===== src/rtl/xcvr_regs.svh =====
// register offsets, field positions and reset values of the transceiver
`ifndef XCVR_REGS_SVH
`define XCVR_REGS_SVH

// ----------------------------------------------------------------
// register byte offsets
// ----------------------------------------------------------------
`define OFF_CTRL 8'h00
`define OFF_STORE 8'h04
`define OFF_LIVE 8'h08
`define OFF_STAT 8'h0c

// ----------------------------------------------------------------
// control register fields
// ----------------------------------------------------------------
`define CTRL_W 4
`define CTRL_RESET 4'h1

// ----------------------------------------------------------------
// store, live and status register fields
// ----------------------------------------------------------------
`define B_FIELD_LSB 16
`define MAX_WIDTH 16
`define STAT_A_FRESH_BIT 0
`define STAT_B_FRESH_BIT 1
`define STAT_A_CNT_LSB 8
`define STAT_B_CNT_LSB 16
`define CNT_W 8
`define CNT_ONE 8'h01

// ----------------------------------------------------------------
// bus widths and constants
// ----------------------------------------------------------------
`define ADDR_W 8
`define DATA_ZERO 32'h0000_0000

`endif


===== src/rtl/xcvr_pkg.sv =====
// types shared by the transceiver design files
package xcvr_pkg;

  // ----------------------------------------------------------------
  // control carrier, written by software over apb
  // ----------------------------------------------------------------
  typedef struct packed {
    logic a_out_source_sel;
    logic b_out_source_sel;
    logic dir;
    logic drive_allow_n;
  } ctrl_t;

  // ----------------------------------------------------------------
  // apb slave states
  // ----------------------------------------------------------------
  typedef enum logic [1:0] {
    APB_IDLE = 2'b00,
    APB_DONE = 2'b01
  } apb_state_t;

endpackage


===== src/rtl/octal_registered_bus_transceiver.sv =====
// octal registered bus transceiver with apb control registers
//
// Added by the designer: the APB interface to the registers and the placing of the registers.
`timescale 1ns/10ps
`include "xcvr_regs.svh"

module octal_registered_bus_transceiver
  import xcvr_pkg::*;
#(
  parameter int WIDTH = 8
) (
  // clock, reset and enable
  input wire logic pclk,
  input wire logic presetn,
  input wire logic ce,
  // apb slave
  input wire logic psel,
  input wire logic penable,
  input wire logic pwrite,
  input wire logic [`ADDR_W-1:0] paddr,
  input wire logic [31:0] pwdata,
  output logic [31:0] prdata,
  output logic pready,
  output logic pslverr,
  // capture clock pins, sampled on pclk
  input wire logic a_store_clock,
  input wire logic b_store_clock,
  // A bus pins
  input wire logic [WIDTH-1:0] a_in,
  output logic [WIDTH-1:0] a_out,
  output logic [WIDTH-1:0] a_oe,
  // B bus pins
  input wire logic [WIDTH-1:0] b_in,
  output logic [WIDTH-1:0] b_out,
  output logic [WIDTH-1:0] b_oe
);

  // ----------------------------------------------------------------
  // parameter check
  // ----------------------------------------------------------------
  // both stored values share one 32-bit word, so width is capped
  if (WIDTH < 1 || WIDTH > `MAX_WIDTH) begin : g_bad_width
    $error("octal_registered_bus_transceiver: WIDTH out of range");
  end

  // ----------------------------------------------------------------
  // state
  // ----------------------------------------------------------------
  typedef struct packed {
    apb_state_t apb_st;
    logic pready;
    logic pslverr;
    logic [31:0] prdata;
    ctrl_t ctrl;
    logic a_clk_prev;
    logic b_clk_prev;
    logic a_fresh;
    logic b_fresh;
    logic [`CNT_W-1:0] a_cnt;
    logic [`CNT_W-1:0] b_cnt;
    logic [WIDTH-1:0] a_out;
    logic [WIDTH-1:0] a_oe;
    logic [WIDTH-1:0] b_out;
    logic [WIDTH-1:0] b_oe;
  } state_t;

  state_t st_r;
  state_t st_nxt;

  logic a_capture;
  logic b_capture;
  logic [WIDTH-1:0] a_side_register;
  logic [WIDTH-1:0] b_side_register;

  // ----------------------------------------------------------------
  // helpers
  // ----------------------------------------------------------------
  function automatic logic rise(input logic cur, input logic prev);
    rise = cur & ~prev;
  endfunction

  function automatic logic [WIDTH-1:0] fill(input logic bit_v);
    fill = {WIDTH{bit_v}};
  endfunction

  function automatic logic addr_known(input logic [`ADDR_W-1:0] a);
    logic hit;
    hit = 1'b0;
    if (a == `OFF_CTRL) begin
      hit = 1'b1;
    end else if (a == `OFF_STORE) begin
      hit = 1'b1;
    end else if (a == `OFF_LIVE) begin
      hit = 1'b1;
    end else if (a == `OFF_STAT) begin
      hit = 1'b1;
    end
    addr_known = hit;
  endfunction

  // places two port-wide values into the A and B halves of a word
  function automatic logic [31:0] pack_pair(
    input logic [WIDTH-1:0] lo,
    input logic [WIDTH-1:0] hi
  );
    logic [31:0] w;
    w = `DATA_ZERO;
    w[WIDTH-1:0] = lo;
    w[`B_FIELD_LSB +: WIDTH] = hi;
    pack_pair = w;
  endfunction

  function automatic logic [31:0] read_word(
    input logic [`ADDR_W-1:0] a,
    input state_t s,
    input logic [WIDTH-1:0] aq,
    input logic [WIDTH-1:0] bq,
    input logic [WIDTH-1:0] ai,
    input logic [WIDTH-1:0] bi
  );
    logic [31:0] w;
    w = `DATA_ZERO;
    if (a == `OFF_CTRL) begin
      w[`CTRL_W-1:0] = s.ctrl;
    end else if (a == `OFF_STORE) begin
      w = pack_pair(aq, bq);
    end else if (a == `OFF_LIVE) begin
      w = pack_pair(ai, bi);
    end else if (a == `OFF_STAT) begin
      w[`STAT_A_FRESH_BIT] = s.a_fresh;
      w[`STAT_B_FRESH_BIT] = s.b_fresh;
      w[`STAT_A_CNT_LSB +: `CNT_W] = s.a_cnt;
      w[`STAT_B_CNT_LSB +: `CNT_W] = s.b_cnt;
    end
    read_word = w;
  endfunction

  // ----------------------------------------------------------------
  // capture edge detection
  // ----------------------------------------------------------------
  // pins are synchronous to pclk; the previous level resets high so
  // a pin already high at reset release is not taken as an edge.
  // only the pin's own history and ce are used: no select gates it
  assign a_capture = rise(a_store_clock, st_r.a_clk_prev) & ce;
  assign b_capture = rise(b_store_clock, st_r.b_clk_prev) & ce;

  // ----------------------------------------------------------------
  // storage registers
  // ----------------------------------------------------------------
  store_bank #(
    .WIDTH(WIDTH)
  ) u_store (
    .pclk(pclk),
    .ce(ce),
    .a_capture(a_capture),
    .b_capture(b_capture),
    .a_in(a_in),
    .b_in(b_in),
    .a_side_register(a_side_register),
    .b_side_register(b_side_register)
  );

  // ----------------------------------------------------------------
  // next state
  // ----------------------------------------------------------------
  always_comb begin
    logic wr_take;
    logic drive_a;
    logic drive_b;
    wr_take = 1'b0;
    drive_a = 1'b0;
    drive_b = 1'b0;
    st_nxt = st_r;
    if (ce) begin
      // capture pin history
      st_nxt.a_clk_prev = a_store_clock;
      st_nxt.b_clk_prev = b_store_clock;

      // apb: one wait state, then the word is taken at the edge
      // where pready is seen high
      case (st_r.apb_st)
        APB_IDLE: begin
          if (psel && penable) begin
            st_nxt.apb_st = APB_DONE;
            st_nxt.pready = 1'b1;
            st_nxt.pslverr = ~addr_known(paddr);
            if (!pwrite) begin
              st_nxt.prdata = read_word(paddr, st_r, a_side_register,
                                        b_side_register, a_in, b_in);
            end else begin
              st_nxt.prdata = `DATA_ZERO;
            end
          end
        end
        APB_DONE: begin
          st_nxt.apb_st = APB_IDLE;
          st_nxt.pready = 1'b0;
          st_nxt.pslverr = 1'b0;
          wr_take = psel & penable & pwrite;
        end
        default: begin
          st_nxt.apb_st = APB_IDLE;
          st_nxt.pready = 1'b0;
          st_nxt.pslverr = 1'b0;
        end
      endcase

      // register writes; read-only words ignore writes silently
      if (wr_take && paddr == `OFF_CTRL) begin
        st_nxt.ctrl = ctrl_t'(pwdata[`CTRL_W-1:0]);
      end

      // fresh flags: write one clears, a capture in the same cycle wins
      if (wr_take && paddr == `OFF_STAT) begin
        if (pwdata[`STAT_A_FRESH_BIT]) begin
          st_nxt.a_fresh = 1'b0;
        end
        if (pwdata[`STAT_B_FRESH_BIT]) begin
          st_nxt.b_fresh = 1'b0;
        end
      end
      if (a_capture) begin
        st_nxt.a_fresh = 1'b1;
        st_nxt.a_cnt = st_r.a_cnt + `CNT_ONE;
      end
      if (b_capture) begin
        st_nxt.b_fresh = 1'b1;
        st_nxt.b_cnt = st_r.b_cnt + `CNT_ONE;
      end

      // port drivers: only the port chosen by direction, and only
      // while drive allow is low; isolation leaves both undriven
      drive_b = ~st_r.ctrl.drive_allow_n & st_r.ctrl.dir;
      drive_a = ~st_r.ctrl.drive_allow_n & ~st_r.ctrl.dir;
      st_nxt.b_oe = fill(drive_b);
      st_nxt.a_oe = fill(drive_a);

      // data paths, straight copies; the stored source is read after
      // its own update lands, so a new capture shows one cycle later
      if (st_r.ctrl.b_out_source_sel) begin
        st_nxt.b_out = a_side_register;
      end else begin
        st_nxt.b_out = a_in;
      end
      if (st_r.ctrl.a_out_source_sel) begin
        st_nxt.a_out = b_side_register;
      end else begin
        st_nxt.a_out = b_in;
      end
    end
  end

  // ----------------------------------------------------------------
  // state register
  // ----------------------------------------------------------------
  always_ff @(posedge pclk or negedge presetn) begin
    if (!presetn) begin
      st_r.apb_st <= APB_IDLE;
      st_r.pready <= 1'b0;
      st_r.pslverr <= 1'b0;
      st_r.prdata <= `DATA_ZERO;
      st_r.ctrl <= ctrl_t'(`CTRL_RESET);
      st_r.a_clk_prev <= 1'b1;
      st_r.b_clk_prev <= 1'b1;
      st_r.a_fresh <= 1'b0;
      st_r.b_fresh <= 1'b0;
      st_r.a_cnt <= '0;
      st_r.b_cnt <= '0;
      st_r.a_out <= '0;
      st_r.a_oe <= '0;
      st_r.b_out <= '0;
      st_r.b_oe <= '0;
    end else begin
      st_r <= st_nxt;
    end
  end

  // ----------------------------------------------------------------
  // outputs
  // ----------------------------------------------------------------
  // the far side must leave the driven bus alone; a_in and b_in of
  // a driven port only echo our own drive, which is harmless here
  assign prdata = st_r.prdata;
  assign pready = st_r.pready;
  assign pslverr = st_r.pslverr;
  assign a_out = st_r.a_out;
  assign a_oe = st_r.a_oe;
  assign b_out = st_r.b_out;
  assign b_oe = st_r.b_oe;

endmodule // octal_registered_bus_transceiver


===== src/rtl/store_bank.sv =====
// the two capture registers of the transceiver, deliberately without reset
`timescale 1ns/10ps
`include "xcvr_regs.svh"

module store_bank #(
  parameter int WIDTH = 8
) (
  // clock
  input wire logic pclk,
  input wire logic ce,
  // capture strobes, one pclk cycle each
  input wire logic a_capture,
  input wire logic b_capture,
  // live port data
  input wire logic [WIDTH-1:0] a_in,
  input wire logic [WIDTH-1:0] b_in,
  // stored values
  output logic [WIDTH-1:0] a_side_register,
  output logic [WIDTH-1:0] b_side_register
);

  // ----------------------------------------------------------------
  // state
  // ----------------------------------------------------------------
  typedef struct packed {
    logic [WIDTH-1:0] a_q;
    logic [WIDTH-1:0] b_q;
  } store_t;

  store_t st_r;
  store_t st_nxt;

  always_comb begin
    st_nxt = st_r;
    if (ce) begin
      // strobes are independent, so both may load in one cycle
      if (a_capture) begin
        st_nxt.a_q = a_in;
      end
      if (b_capture) begin
        st_nxt.b_q = b_in;
      end
    end
  end

  // no reset: contents are unknown until the first capture
  always_ff @(posedge pclk) begin
    st_r <= st_nxt;
  end

  assign a_side_register = st_r.a_q;
  assign b_side_register = st_r.b_q;

endmodule // store_bank


===== config.mk =====
export PLATFORM = sky130hd
export DESIGN_NAME = octal_registered_bus_transceiver
export DESIGN_NICKNAME = d
export VERILOG_FILES = /design/src/rtl/xcvr_pkg.sv /design/src/rtl/octal_registered_bus_transceiver.sv /design/src/rtl/store_bank.sv
export VERILOG_INCLUDE_DIRS = /design/src /design/src/rtl
export SDC_FILE = /design/constraint.sdc
export NUM_CORES = 1
export LEC_CHECK = 0
export BUFFER_PORTS_ARGS = -buffer_cell sky130_fd_sc_hd__buf_2
export CORE_MARGIN = 10
export CORE_UTILIZATION = 51
export DETAILED_ROUTE_END_ITERATION = 16
export PLACE_DENSITY = 0.8
export SETUP_SLACK_MARGIN = 0.4
export SYNTH_ARGS = -nofsm -noshare
export SYNTH_HDL_FRONTEND = slang
export SYNTH_SLANG_ARGS = --single-unit
export TNS_END_PERCENT = 1

===== constraint.sdc =====
create_clock -name pclk -period 2.44 [get_ports pclk]
set_input_delay 0.488 -clock pclk [delete_from_list [all_inputs] [get_ports pclk]]
set_output_delay 0.488 -clock pclk [all_outputs]
set_load 0.05 [all_outputs]

==> flow_summary.rst <==
.. list-table::
   :header-rows: 1

   * - Metric
     - Value
   * - FP Rows
     - 32
   * - Post-layout nets
     - 470
   * - Reg clk slew, reported paths
     - 0.08 ns
   * - Worst IR drop on VDD
     - 0.000298 V
   * - Post-synthesis share of cell area spent on xor and xnor gates
     - 2.98%
   * - R2R setup slack
     - 0.76 ns
   * - Mean Syn Cell Area
     - 11.1 um^2
   * - Signal arrival time at the worst endpoint
     - 2.15 ns
   * - Overall routing resource usage
     - 15.2%
   * - Net switching power
     - 921 uW
   * - Remaining design rule violation count
     - 0
   * - I/O Buffers
     - 93
   * - Setup TNS after final layout
     - 0 ns
   * - Multiplexer fraction of the synthesized cell area
     - 7.45%
   * - Maximum number of pins on one net before global-route repair
     - 69
   * - Area used by multi-input combinational logic
     - 0.00136 mm^2
   * - Boundary Pins
     - 130
   * - Average via count per standard cell
     - 5.32
   * - Most area-consuming cells after synthesis
     - sky130_fd_sc_hd__dfrtp_1 (40%), sky130_fd_sc_hd__buf_4 (12%), sky130_fd_sc_hd__edfxtp_1 (12%), sky130_fd_sc_hd__mux2i_1 (3.9%), sky130_fd_sc_hd__a21oi_1 (2.2%)
   * - Transition time of the tightest slew-check pin
     - 0.695 ns
   * - Share of layout cells above drive strength 1
     - 31.5%
   * - Post-synthesis to final-layout area growth
     - 7.51%
   * - DP HPWL
     - 6510 um
   * - Static leakage power
     - 0.00199 uW
   * - EDFF count, synth
     - 16
   * - Fraction of registers with async set or reset after synthesis
     - 81.0%
   * - Max-slew violation total from the final report
     - 0
   * - Gate count of the mapped netlist
     - 369
   * - Adder-cell area share of the yosys netlist
     - 0.608%
   * - Chip Width
     - 110 um
   * - Maximum clock frequency
     - 532 MHz
   * - Part of the total power dissipated in the clock network
     - 30.1%
   * - Max FO, Critical Path
     - 14
   * - Max-capacitance violation count
     - 0
   * - Critical Path Slowest Stage Cell
     - sky130_fd_sc_hd__or4_4
   * - Portion of the post-synthesis area used by sequential elements
     - 53.1%
   * - Number of CTS-inserted buffers
     - 9
   * - Leftover overflow at the end of global routing
     - 0
   * - Source-to-sink clock delay at the later pin of the worst-skew pair
     - 0.34 ns
   * - Final Wtd Congestion
     - 0.805
   * - Sort of element at the start of the critical path
     - input port
   * - ANT cells
     - 0
   * - Area share of the largest cell type after synthesis
     - 39.5%
   * - Switching share of power
     - 29.4%
   * - Number of cells upsized or downsized after cts
     - 0
   * - Floorplan die area
     - 0.0121 mm^2
   * - Clock net sink count
     - 84
   * - DR vias
     - 2721
   * - Design internal power
     - 2210 uW
   * - Shortest clock period the worst path allows after layout
     - 1.88 ns
   * - Synth area leader
     - sky130_fd_sc_hd__dfrtp_1
   * - Crit path capture type
     - flip-flop
   * - Setup-failing EPs final
     - 0
   * - Core Box Area
     - 0.00777 mm^2
   * - Starting density of the core
     - 52.9%
   * - Type of the tightest min-delay check
     - input port to async pin
   * - Proportion of power drawn by combinational gates
     - 16.1%
   * - Antenna violation net count after detailed routing
     - 0
   * - Total power
     - 3130 uW
   * - Ordered list of cells on the worst path
     - buf_2, or4_4, nor4_2, and3_1, a22o_1
   * - Number of DRC markers after the initial detailed-route iteration
     - 139
   * - Post-CTS setup buffer count
     - 0
   * - Initial antenna violation count
     - 0
   * - Final worst path period share
     - 77.0%
   * - Unrepaired setup endpoints after global routing
     - false
   * - Routed wirelength normalized by instance count
     - 17.5 um
   * - Fin Clk Skew
     - 0.0103 ns
   * - Power density cells
     - 707 mW/mm^2
   * - DRT Pass-1 Iters
     - 4
   * - Outcome
     - finished, final reports clean
   * - Vertical extent of the die
     - 110 um
   * - Most frequently used flop master after synthesis
     - sky130_fd_sc_hd__dfrtp_1
   * - Wire length reported by the detailed router
     - 8950 um
   * - Total area of sequential cells
     - 0.00219 mm^2
   * - CTS tree
     - done
   * - Count of hold buffers inserted by post-cts repair
     - 0
   * - Filler Cells Inserted
     - 688
   * - Slowest stage delay, CP
     - 0.64 ns
   * - Relative slew slack
     - 53.4%
   * - Largest family of logic cells by synthesized area
     - buffers and inverters
   * - Flip-flop and latch count after synthesis
     - 84
   * - H-tree Lvls
     - 3
   * - Simple-gate portion of the synthesized area
     - 11.6%
   * - Clock Tree Root
     - sky130_fd_sc_hd__clkbuf_8
   * - Global-route wire length before repair
     - 14500 um
   * - Number of distinct library cells after synthesis
     - 41
   * - Data required, critical path
     - 2.71 ns
   * - Number of warnings issued by yosys
     - 0
   * - Netlist area before placement
     - 0.00411 mm^2
   * - Power share of the sequential group
     - 53.8%
   * - Maximum buffer depth of the clock tree
     - 2
   * - Complex-gate fraction of the synthesized area
     - 9.77%
   * - Via count of the first global-routing pass
     - 2771
   * - Worst setup path class
     - input port to flip-flop
   * - Final Hold Violating Endpoints
     - 0
==> path summary, 6_finish.rpt <==
kind | from | to | depth (start not counted)
max in group asynchronous | presetn | st_r[50] | 2
min in group pclk | a_in[0] | u_store.a_side_register[0] | 1
min reg2reg | st_r[39] | st_r[39] | 1
min | presetn | b_out[1] | 2
max | paddr[7] | prdata[11] | 5
max reg2reg | st_r[90] | prdata[11] | 4
==> routing by layer <==
metal | global-route usage, % | routed length [um]
met1 | 19.5 | 3700
met2 | 24.4 | 4430
met3 | 4.51 | 758
met4 | 4.18 | 53
met5 | 0 | 0
==> worst max-delay path, delay by kind of cell <==
family / cells / cell delay [ns]
AND/OR/NAND/NOR: 3 / 1.38
AO/OA/AOI/OAI: 1 / 0.19
buffers and inverters: 1 / 0.09
==> flip-flops by register name, indices dropped and copies added (netlist names) <==
register / cells
b_oe: 1
u_store.b_side_register: 8
u_store.a_side_register: 8
a_out: 8
b_out: 8
pslverr: 1
st_r: 25
a_oe: 1
prdata: 24
==> area by class of cell <==
type | instances | share of cell area, %
clock inverter | 5 | 1.19
multi-input combinational | 202 | 30.8
inverter | 6 | 0.509
sequential | 84 | 49.4
clock buffer | 11 | 2.97
tap | 102 | 2.89
timing repair buffer | 101 | 12.2
==> power by group through the flow <==
stage / logic (uW) / registers, uW / clock network [uW]
after global routing: 557 / 1700 / 1030
after CTS: 510 / 1680 / 963
final: 503 / 1680 / 942
after global placement: 496 / 1700 / 0
after detailed placement: 507 / 1710 / 0
after floorplan: 394 / 1700 / 0
==> cell usage in the layout, fill, tap and decap left out, drive strengths merged, types with 2 or more instances in the layout <==
master / n
a21o: 2
a21oi: 18
a22o: 10
a22oi: 6
a32oi: 8
and3: 3
and3b: 2
buf: 101
clkbuf: 11
clkinv: 3
conb: 8
dfrtp: 65
dfstp: 3
edfxtp: 16
ha: 2
inv: 6
mux2: 9
mux2i: 16
mux4: 2
nand2: 23
nand2b: 8
nand3: 2
nand4: 8
nor2: 23
nor2b: 2
nor4: 2
o21ai: 17
or4: 11
xnor2: 10
xor2: 4
==> logic make-up (layout without fill, tap and decap cells) <==
| family | after synthesis | in the layout |
|---|---|---|
| simple gates | 89 | 89 |
| buf+inv | 90 | 123 |
| mux | 27 | 27 |
| fa+ha+maj | 2 | 2 |
| xor+xnor | 14 | 14 |
| other cells | 1 | 8 |
| flops | 84 | 84 |
| compound gates | 62 | 62 |
==> cell usage after synthesis, drive strengths merged (2+ instances only) <==
library cell  instances
buf                  68
dfrtp                65
nand2                23
nor2                 23
a21oi                18
o21ai                17
clkbuf               16
edfxtp               16
mux2i                16
or4                  11
a22o                 10
xnor2                10
mux2                  9
a32oi                 8
nand2b                8
nand4                 8
a22oi                 6
inv                   6
xor2                  4
and3                  3
dfstp                 3
a21o                  2
and3b                 2
ha                    2
mux4                  2
nand3                 2
nor2b                 2
nor4                  2
==> through the flow <==
stage | worst slack (ns) | std cells | util, % | hold slack (ns) | cell area, um^2
finish | 0.561 | 511 | 56.9 | 0.151 | 4420
global route | 0.470 | 511 | 56.9 | 0.182 | 4420
CTS | 0.548 | 511 | 56.9 | 0.181 | 4420
detailed placement | 0.208 | 495 | 54.6 | 0.452 | 4240
global placement | 0.208 | 495 | 54.6 | 0.448 | 4240
floorplan | 0.413 | 376 | - | 0.192 | 4140
(Power assumes the default switching activity.)
